--- config.mk ---
export PLATFORM = sky130hd
export DESIGN_NAME = adcctl_top
export DESIGN_NICKNAME = d
export VERILOG_FILES = /design/src/pkg/adcctl_pkg.sv /design/src/rtl/adcctl_top.sv
export VERILOG_INCLUDE_DIRS = /design/src /design/src/pkg
export SDC_FILE = /design/constraint.sdc
export NUM_CORES = 1
export LEC_CHECK = 0
export CORE_UTILIZATION = 30
export CTS_CLUSTER_DIAMETER = 60
export CTS_CLUSTER_SIZE = 20
export DETAILED_ROUTE_END_ITERATION = 10
export DONT_BUFFER_PORTS = 1
export PLACE_DENSITY = 0.44
export SKIP_LAST_GASP = 1
export SLEW_MARGIN = 40
export SYNTH_ARGS = -nofsm -noshare
export SYNTH_HDL_FRONTEND = slang
export SYNTH_SLANG_ARGS = --single-unit
--- constraint.sdc ---
create_clock -name core_clk -period 1.9 [get_ports core_clk]
set_input_delay 0 -clock core_clk [delete_from_list [all_inputs] [get_ports core_clk]]
set_output_delay 0 -clock core_clk [all_outputs]
set_load 0.01 [all_outputs]
--- src/pkg/adcctl_defines.svh ---
// register offsets, field positions, reset values and timing counts of the conversion control block
`ifndef ADCCTL_DEFINES_SVH
`define ADCCTL_DEFINES_SVH

// register offsets
`define ADCCTL_OFS_CTRL 8'hE1
`define ADCCTL_OFS_RESULT_HIGH 8'hE2
`define ADCCTL_OFS_CTRL_EXT 8'hE3
`define ADCCTL_OFS_PIN_DISABLE 8'hF6
`define ADCCTL_OFS_MISC 8'hE4

// main control register fields
`define ADCCTL_CTRL_RES_HI 7
`define ADCCTL_CTRL_RES_LO 6
`define ADCCTL_CTRL_EXT_TRIG 5
`define ADCCTL_CTRL_DONE 4
`define ADCCTL_CTRL_START 3
`define ADCCTL_CTRL_CLK_SRC 2
`define ADCCTL_CTRL_CH1 1
`define ADCCTL_CTRL_CH0 0

// extension control register fields
`define ADCCTL_EXT_PRE_HI 7
`define ADCCTL_EXT_PRE_LO 6
`define ADCCTL_EXT_CH2 2

// miscellaneous register fields
`define ADCCTL_MISC_ENABLE 0
`define ADCCTL_MISC_RC_FREQ 1

// reset values
`define ADCCTL_PRESCALE_RESET 2'h2
`define ADCCTL_BYTE_ZERO 8'h00

// conversion length in converter clock ticks
`define ADCCTL_CONV_TICKS 5'h0B
`define ADCCTL_TICK_ZERO 5'h00
`define ADCCTL_TICK_ONE 5'h01
`define ADCCTL_PRESCALE_DIV1 2'h0
`define ADCCTL_DIV_ONE 3'h1

`endif

--- src/pkg/adcctl_pkg.sv ---
// types of the conversion control block
package adcctl_pkg;
  typedef enum logic [1:0] {
    ADCCTL_IDLE,
    ADCCTL_CONVERT,
    ADCCTL_FINISH
  } adcctl_state_type;

  typedef struct packed {
    adcctl_state_type state;
    logic done;
    logic start_busy;
    logic ext_trig_en;
    logic clk_src;
    logic [2:0] channel;
    logic [1:0] prescale;
    logic [9:0] result;
    logic [7:0] pin_disable;
    logic conv_enable;
    logic rc_freq;
    logic [2:0] div_cnt;
    logic [4:0] ticks;
    logic [9:0] sample;
    logic trig_meta;
    logic trig_sync;
    logic trig_prev;
    logic [7:0] rd_data;
    logic conv_clk_tick;
  } adcctl_regs_type;
endpackage

--- src/rtl/adcctl_top.sv ---
// conversion control for an eight channel ten bit analog converter
`timescale 1ns/1ps
`include "adcctl_defines.svh"

module adcctl_top #(
  parameter int RESULT_WIDTH = 10 // converter result width
) (
  input wire logic core_clk, // system clock, 125 MHz
  input wire logic rst_n, // synchronous reset, active low
  input wire logic [7:0] reg_addr, // register address
  input wire logic [7:0] reg_wdata, // register write data
  input wire logic reg_wr, // write strobe
  input wire logic reg_rd, // read strobe
  output logic [7:0] reg_rdata, // read data, one cycle after read strobe
  input wire logic rc_clk_tick, // internal rc oscillator tick, same domain
  input wire logic external_trigger_pin, // asynchronous trigger pin
  input wire logic [9:0] core_result, // result from the analog core
  input wire logic core_ready, // analog core finished its sample
  output logic conv_tick, // prescaled clock tick to the converter
  output logic conv_active, // converter running
  output logic [2:0] conv_channel, // selected analog input
  output logic conv_rc_source, // converter clock taken from rc oscillator
  output logic conv_rc_fast, // rc oscillator at its higher frequency
  output logic conv_irq_req, // done flag, to the interrupt controller
  output logic [7:0] pin_digital_off // digital input disable per port pin
);

  adcctl_pkg::adcctl_regs_type r;
  adcctl_pkg::adcctl_regs_type next_r;

  logic wr_ctrl;
  logic wr_ext;
  logic wr_pin;
  logic wr_misc;
  logic trig_edge;
  logic start_req;
  logic src_tick;
  logic div_hit;

  // register decode
  assign wr_ctrl = reg_wr && (reg_addr == `ADCCTL_OFS_CTRL);
  assign wr_ext = reg_wr && (reg_addr == `ADCCTL_OFS_CTRL_EXT);
  assign wr_pin = reg_wr && (reg_addr == `ADCCTL_OFS_PIN_DISABLE);
  assign wr_misc = reg_wr && (reg_addr == `ADCCTL_OFS_MISC);

  // trigger edge on the synchronised pin
  assign trig_edge = r.trig_sync && !r.trig_prev && r.ext_trig_en;

  // selected source clock tick: cpu clock every cycle or rc tick
  assign src_tick = r.clk_src ? rc_clk_tick : 1'b1;

  // prescaler terminal count
  always_comb begin
    unique case (r.prescale)
      2'h0: div_hit = 1'b1;
      2'h1: div_hit = (r.div_cnt[0] == 1'b1);
      2'h2: div_hit = (r.div_cnt[1:0] == 2'h3);
      default: div_hit = (r.div_cnt == 3'h7);
    endcase
  end

  // a start request from software or the trigger pin
  assign start_req = (wr_ctrl && reg_wdata[`ADCCTL_CTRL_START]) || trig_edge;

  // next state of the whole block
  always_comb begin
    next_r = r;
    next_r.trig_meta = external_trigger_pin;
    next_r.trig_sync = r.trig_meta;
    next_r.trig_prev = r.trig_sync;
    next_r.conv_clk_tick = 1'b0;
    next_r.rd_data = `ADCCTL_BYTE_ZERO;
    // prescaler runs only while the converter is enabled
    if (r.conv_enable && src_tick) begin
      next_r.div_cnt = r.div_cnt + `ADCCTL_DIV_ONE;
      next_r.conv_clk_tick = div_hit;
    end
    // software writes
    if (wr_ctrl) begin
      next_r.ext_trig_en = reg_wdata[`ADCCTL_CTRL_EXT_TRIG];
      if (!r.conv_enable) begin
        next_r.clk_src = reg_wdata[`ADCCTL_CTRL_CLK_SRC];
      end
      if (!r.done && !r.start_busy) begin
        next_r.channel[1:0] = reg_wdata[`ADCCTL_CTRL_CH1:`ADCCTL_CTRL_CH0];
      end
      if (!reg_wdata[`ADCCTL_CTRL_DONE]) begin
        next_r.done = 1'b0;
      end
      if (!reg_wdata[`ADCCTL_CTRL_START] && r.start_busy) begin
        next_r.start_busy = 1'b0;
        next_r.state = adcctl_pkg::ADCCTL_IDLE;
      end
    end
    if (wr_ext) begin
      next_r.prescale = reg_wdata[`ADCCTL_EXT_PRE_HI:`ADCCTL_EXT_PRE_LO];
      if (!r.done && !r.start_busy) begin
        next_r.channel[2] = reg_wdata[`ADCCTL_EXT_CH2];
      end
    end
    if (wr_pin) begin
      next_r.pin_disable = reg_wdata;
    end
    if (wr_misc) begin
      next_r.conv_enable = reg_wdata[`ADCCTL_MISC_ENABLE];
      next_r.rc_freq = reg_wdata[`ADCCTL_MISC_RC_FREQ];
    end
    // launch: done must be clear now or cleared by this same write
    if (start_req && !r.start_busy && (!r.done || (wr_ctrl && !reg_wdata[`ADCCTL_CTRL_DONE]))) begin
      next_r.start_busy = 1'b1;
      next_r.state = adcctl_pkg::ADCCTL_CONVERT;
      next_r.ticks = `ADCCTL_TICK_ZERO;
    end else if (r.start_busy && !(wr_ctrl && !reg_wdata[`ADCCTL_CTRL_START])) begin
      unique case (r.state)
        adcctl_pkg::ADCCTL_CONVERT: begin
          if (r.conv_clk_tick) begin
            next_r.ticks = r.ticks + `ADCCTL_TICK_ONE;
          end
          if (core_ready || (r.ticks == `ADCCTL_CONV_TICKS)) begin
            next_r.sample = core_result;
            next_r.state = adcctl_pkg::ADCCTL_FINISH;
          end
        end
        adcctl_pkg::ADCCTL_FINISH: begin
          next_r.result = r.sample;
          next_r.done = 1'b1;
          next_r.start_busy = 1'b0;
          next_r.state = adcctl_pkg::ADCCTL_IDLE;
        end
        adcctl_pkg::ADCCTL_IDLE: begin
          next_r.state = adcctl_pkg::ADCCTL_IDLE;
        end
      endcase
    end
    // read mux
    if (reg_rd) begin
      unique case (reg_addr)
        `ADCCTL_OFS_CTRL: next_r.rd_data = {r.result[1:0], r.ext_trig_en, r.done, r.start_busy,
                                            r.clk_src, r.channel[1:0]};
        `ADCCTL_OFS_RESULT_HIGH: next_r.rd_data = r.result[9:2];
        `ADCCTL_OFS_CTRL_EXT: next_r.rd_data = {r.prescale, 3'h0, r.channel[2], 2'h0};
        `ADCCTL_OFS_PIN_DISABLE: next_r.rd_data = r.pin_disable;
        `ADCCTL_OFS_MISC: next_r.rd_data = {6'h00, r.rc_freq, r.conv_enable};
        default: next_r.rd_data = `ADCCTL_BYTE_ZERO;
      endcase
    end
  end

  // state register
  always_ff @(posedge core_clk) begin
    if (!rst_n) begin
      r <= '0;
      r.prescale <= `ADCCTL_PRESCALE_RESET;
      r.state <= adcctl_pkg::ADCCTL_IDLE;
    end else begin
      r <= next_r;
    end
  end

  // outputs
  assign reg_rdata = r.rd_data;
  assign conv_tick = r.conv_clk_tick;
  assign conv_active = r.start_busy;
  assign conv_channel = r.channel;
  assign conv_rc_source = r.clk_src;
  assign conv_rc_fast = r.rc_freq;
  assign conv_irq_req = r.done;
  assign pin_digital_off = r.pin_disable;
endmodule // adcctl_top

# After elaboration in Yosys (flattened, before gate mapping)
# Index checks and enable logic that the tools add are counted.
# op_classes
add_sub_neg	2
n_mux	15
reduce_logical	36
n_bitwise	3
eq_ne	12
# op_table
op	count
$eq 8x8->1 const B	5
$pmux 8 s5	1
$logic_and 1x1->1	15
$reduce_and 2->1	5
$mux 1	7
$eq 2x2->1 const B	3
$logic_not 1->1	6
$mux 2	3
$mux 6	1
$reduce_and 3->1	2
$add 5x1->5 const B	1
$eq 5x4->1 const B	1
$eq 2x1->1 const B	2
$logic_not 2->1	2
$mux 4	1
$pmux 2 s2	1
$reduce_and 4->1	1
$reduce_or 2->1	2
$add 3x1->3 const B	1
$eq 3x3->1 const B	1
$logic_or 1x1->1	3
$not 1->1	3
$pmux 1 s3	1
# word_totals
in_bits	33
ff_bits	61
word_cells	89

# Depth between registers and ports, before layout
# depth
word_depth	8
depth_mapped	6
mapped_depth_nobuf	4

# Worst setup path after synthesis
# Ideal clock, no wire load.
# synth_timing
path_type	register to register
start	reg r (netlist bit conv_active)
end	reg r[24] in the netlist's numbering
setup_slack_ps	425
stages_incl_launch_ff	5
n_path_buf	1
setup_time_ps	72
synth_period_minus_slack_ps	1475
arrival_time_ps	1403
cell_sequence	dfxtp_1 -> o41ai_4 -> buf_4 -> or4_1 -> a21oi_1
# synth_via
elab_chain_cells	4
# synth_rtl
item	line	text
from (decl)	adcctl_top.sv:28	adcctl_pkg::adcctl_regs_type r;
from (signal assigned)	adcctl_top.sv:156	r <= next_r;
$logic_not 1->1	adcctl_top.sv:109	if (start_req && !r.start_busy && (!r.done || (wr_ctrl && !reg_wdata[`ADCCTL_CTRL_DONE]))) begin
$logic_and 1x1->1 (2 in series)	adcctl_top.sv:109	
$reduce_or 2->1 (no line)	-	
# Several ways; a longest one is shown, not always the timed one.
# A chain may end at the register's enable or synchronous reset.

# Worst setup path in the final report
# layout_timing
start	reg r[22] in the netlist's numbering
end	reg r[14] in the netlist's numbering
# layout_via
elab_chain_cells	3
# layout_rtl
item	line	text
$eq 5x4->1 (no line)	-	
$logic_or 1x1->1	adcctl_top.sv:119	if (core_ready || (r.ticks == `ADCCTL_CONV_TICKS)) begin
$reduce_and 4->1 (no line)	-	
# No other way between the ends.

==> results.md <==
- Core area: 9240 µm²
- Fin. Hold Viols: 0
- Starting Density: 0.311
- Worst-path fanout max: 10
- RSZ-0062 raised after global routing: no
- Syn Nets: 358
- P per Cell Area: 760 nW/µm²
- Final wirelength: 7.41 mm
- Pre-CTS worst setup slack: 300 ps
- I/O pin cnt: 57
- Setup TNS: 0 ps
- Finish-stage setup viols: 0
- Clk slew on worst S/H paths: 70 ps
- Vias in the first global route: 2343
- Arrival time worst endpoint: 1860 ps
- H-tree lvl count: 3
- Global-route wire length before repair: 12.1 mm
- Layout cells sized above 1: 0.101
- Clk Latency, worst-skew pair: 340 ps
- Hold path startpoint: reg_wr
- 1st-iter DRT viols: 125
- Worst Reg-to-Reg Cells: 5
- Min-Delay Path Depth: 3
- Most frequent cells after synthesis: dfxtp_1 (61), a21oi_1 (30), nand2_1 (30)
- Clock Sinks: 61
- Full die area: 9980 µm²
- Via Count: 2278
- Biggest area consumer among synthesized cells: dfxtp_1
- Chip Height: 99.9 µm
- Startpoint Class: flip-flop
- Filler cells: 969
- Root cell of the clock tree: clkbuf_8
- Drt pass-1 iters: 4
- Cell area after synthesis: 2870 µm²
- Max Slew Vio Count: 0
- HP Class: input pin to flip-flop
- Seq cells post-synth: 61
- Pleak: 1.23 nW
- Area of the multi-input gates: 1400 µm²
- Syn Area/Cell: 8.93 µm²
- CP required: 2170 ps
- Most frequent cell after synthesis: dfxtp_1
- CTS tree: yes
- Die width: 99.9 µm
- Area delta synth->final: 16.5%
- Async SR Flop Fraction: 0
- Worst-margin pin slew: 727 ps
- Min Tclk post-route: 1590 ps
- Distinct cell type count after synthesis: 49
- Port bufs: 0
- # diodes: 0
- R2r startpoint: r[22]
- Post-synth EDFFs: 0
- Clk_skew: 8.31 ps
- Clock Path Buffers: 2
- Largest net degree at the start of global routing: 27
- Tcrit/Tclk final: 0.839
- GRT Total Usage: 0.160
- Crit path kind: flip-flop to flip-flop
- Ys flop type: dfxtp_1
- Highest Clock Rate: 628 MHz
- Worst Hold End: r[50]
- Status: finished, final reports clean
- Final RePlAce weighted congestion: 0.708
- Max_slew headroom: 0.515
- Final nets: 367
- Crit end category: flip-flop
- Seq/Total Area, Yosys: 0.425
- Yosys top cell area share: 0.425
- Peak supply drop: 0.243 mV
- Cell count after synthesis: 322
- Number of buffers created by CTS: 9
- DR DRC count: 0
- Drt wl/cell: 15.9 µm
- Final Worst Setup Slack: 306 ps
- Via density: 4.90
- Post-route total power: 2.55 mW
- Initial antenna violation count: 0
- Register area: 1220 µm²
- Total gr overflow: 0
- DP HPWL: 5.09 mm
- Largest cells by area after synthesis: dfxtp_1 (42%), mux2i_1 (9.4%), buf_4 (5.5%)
- Max-Cap Viols: 0
- R2R setup slack: 310 ps
- Antenna viol nets, final: 0
- Reg2reg end: r[14]
- Synth Warn #: 0
- FP Rows: 35
-- state kept, by name, summed over array words and instances (netlist names) --
signal / count
r: 35
pin_digital_off: 8
reg_rdata: 8
conv_channel: 3
next_r: 2
conv_active: 1
conv_irq_req: 1
conv_rc_fast: 1
conv_rc_source: 1
conv_tick: 1
-- repair_timing --
action / in CTS / in global routing
endpoints found under the setup margin: 0 / 10
gates resized for setup: 0 / 1
setup buffers: 0 / 0
hold endpoints to repair: 37 / 0
hold buffers: 28 / 0
-- routing by layer --
metal	global-route usage	share of wire
met1	0.217	0.49
met2	0.245	0.45
met3	0.0397	0.043
met4	0.0611	0.010
met5	0	0
-- cell usage in the layout, fill, tap and decap left out, types with 5 or more instances in the layout --
master / instances
nand3_1: 20
dlygate4sd3_1: 27
a22oi_1: 7
a21oi_1: 30
buf_4: 10
a22o_1: 6
clkbuf_8: 10
mux2i_1: 27
o21ai_0: 17
dfxtp_1: 61
nand2_1: 30
nor2_1: 24
and2_1: 5
-- worst max-delay path, stage by stage, from the launching register on --
cell,delay (ps)
dfxtp_1,370
ha_1,210
a31oi_1,170
nor4b_2,320
buf_4,270
mux2i_1,190
-- where the power goes --
group / internal, mW / switching, mW
registers: 1.28 / 0.00179
clock network: 0.633 / 0.519
logic: 0.0594 / 0.0519
total: 1.97 / 0.573
-- logic make-up (layout without fill, tap and decap cells) --
| family | after synthesis | in the layout | synth area share |
|---|---|---|---|
| compound gates | 74 | 74 | 0.165 |
| flops | 61 | 61 | 0.425 |
| mux | 27 | 27 | 0.0940 |
| xor+xnor | 1 | 1 | 0.00305 |
| buf+inv | 45 | 59 | 0.0905 |
| fa+ha+maj | 3 | 3 | 0.0131 |
| simple gates | 111 | 111 | 0.209 |
-- area by class of cell --
type	instances	share of cell area
multi-input combinational	216	0.418
sequential	61	0.365
timing repair buffer	38	0.107
tap	129	0.0482
clock buffer	11	0.0422
clock inverter	5	0.0149
inverter	5	0.00560
-- through the flow --
step            util  std cells  hold slack [ps]  cell area (µm²)
6_report       0.362        465             8.76             3350
4_1_cts        0.362        465             1.74             3350
3_3_place_gp   0.311        421             78.9             2880
3_5_place_dp   0.311        421             79.9             2880
5_1_grt        0.362        465             28.6             3350
2_1_floorplan      -        322              127             2870
-- how the worst max path moves through the flow --
stage	startpoint	endpoint	slack, ps
global route	r[22]	r[13]	150
global placement	r[22]	r[14]	290
finish	r[22]	r[14]	310
CTS	rst_n	r[60]	50
floorplan	conv_active	r[24]	420
detailed placement	r[22]	r[14]	300
(Power assumes the default switching activity.)
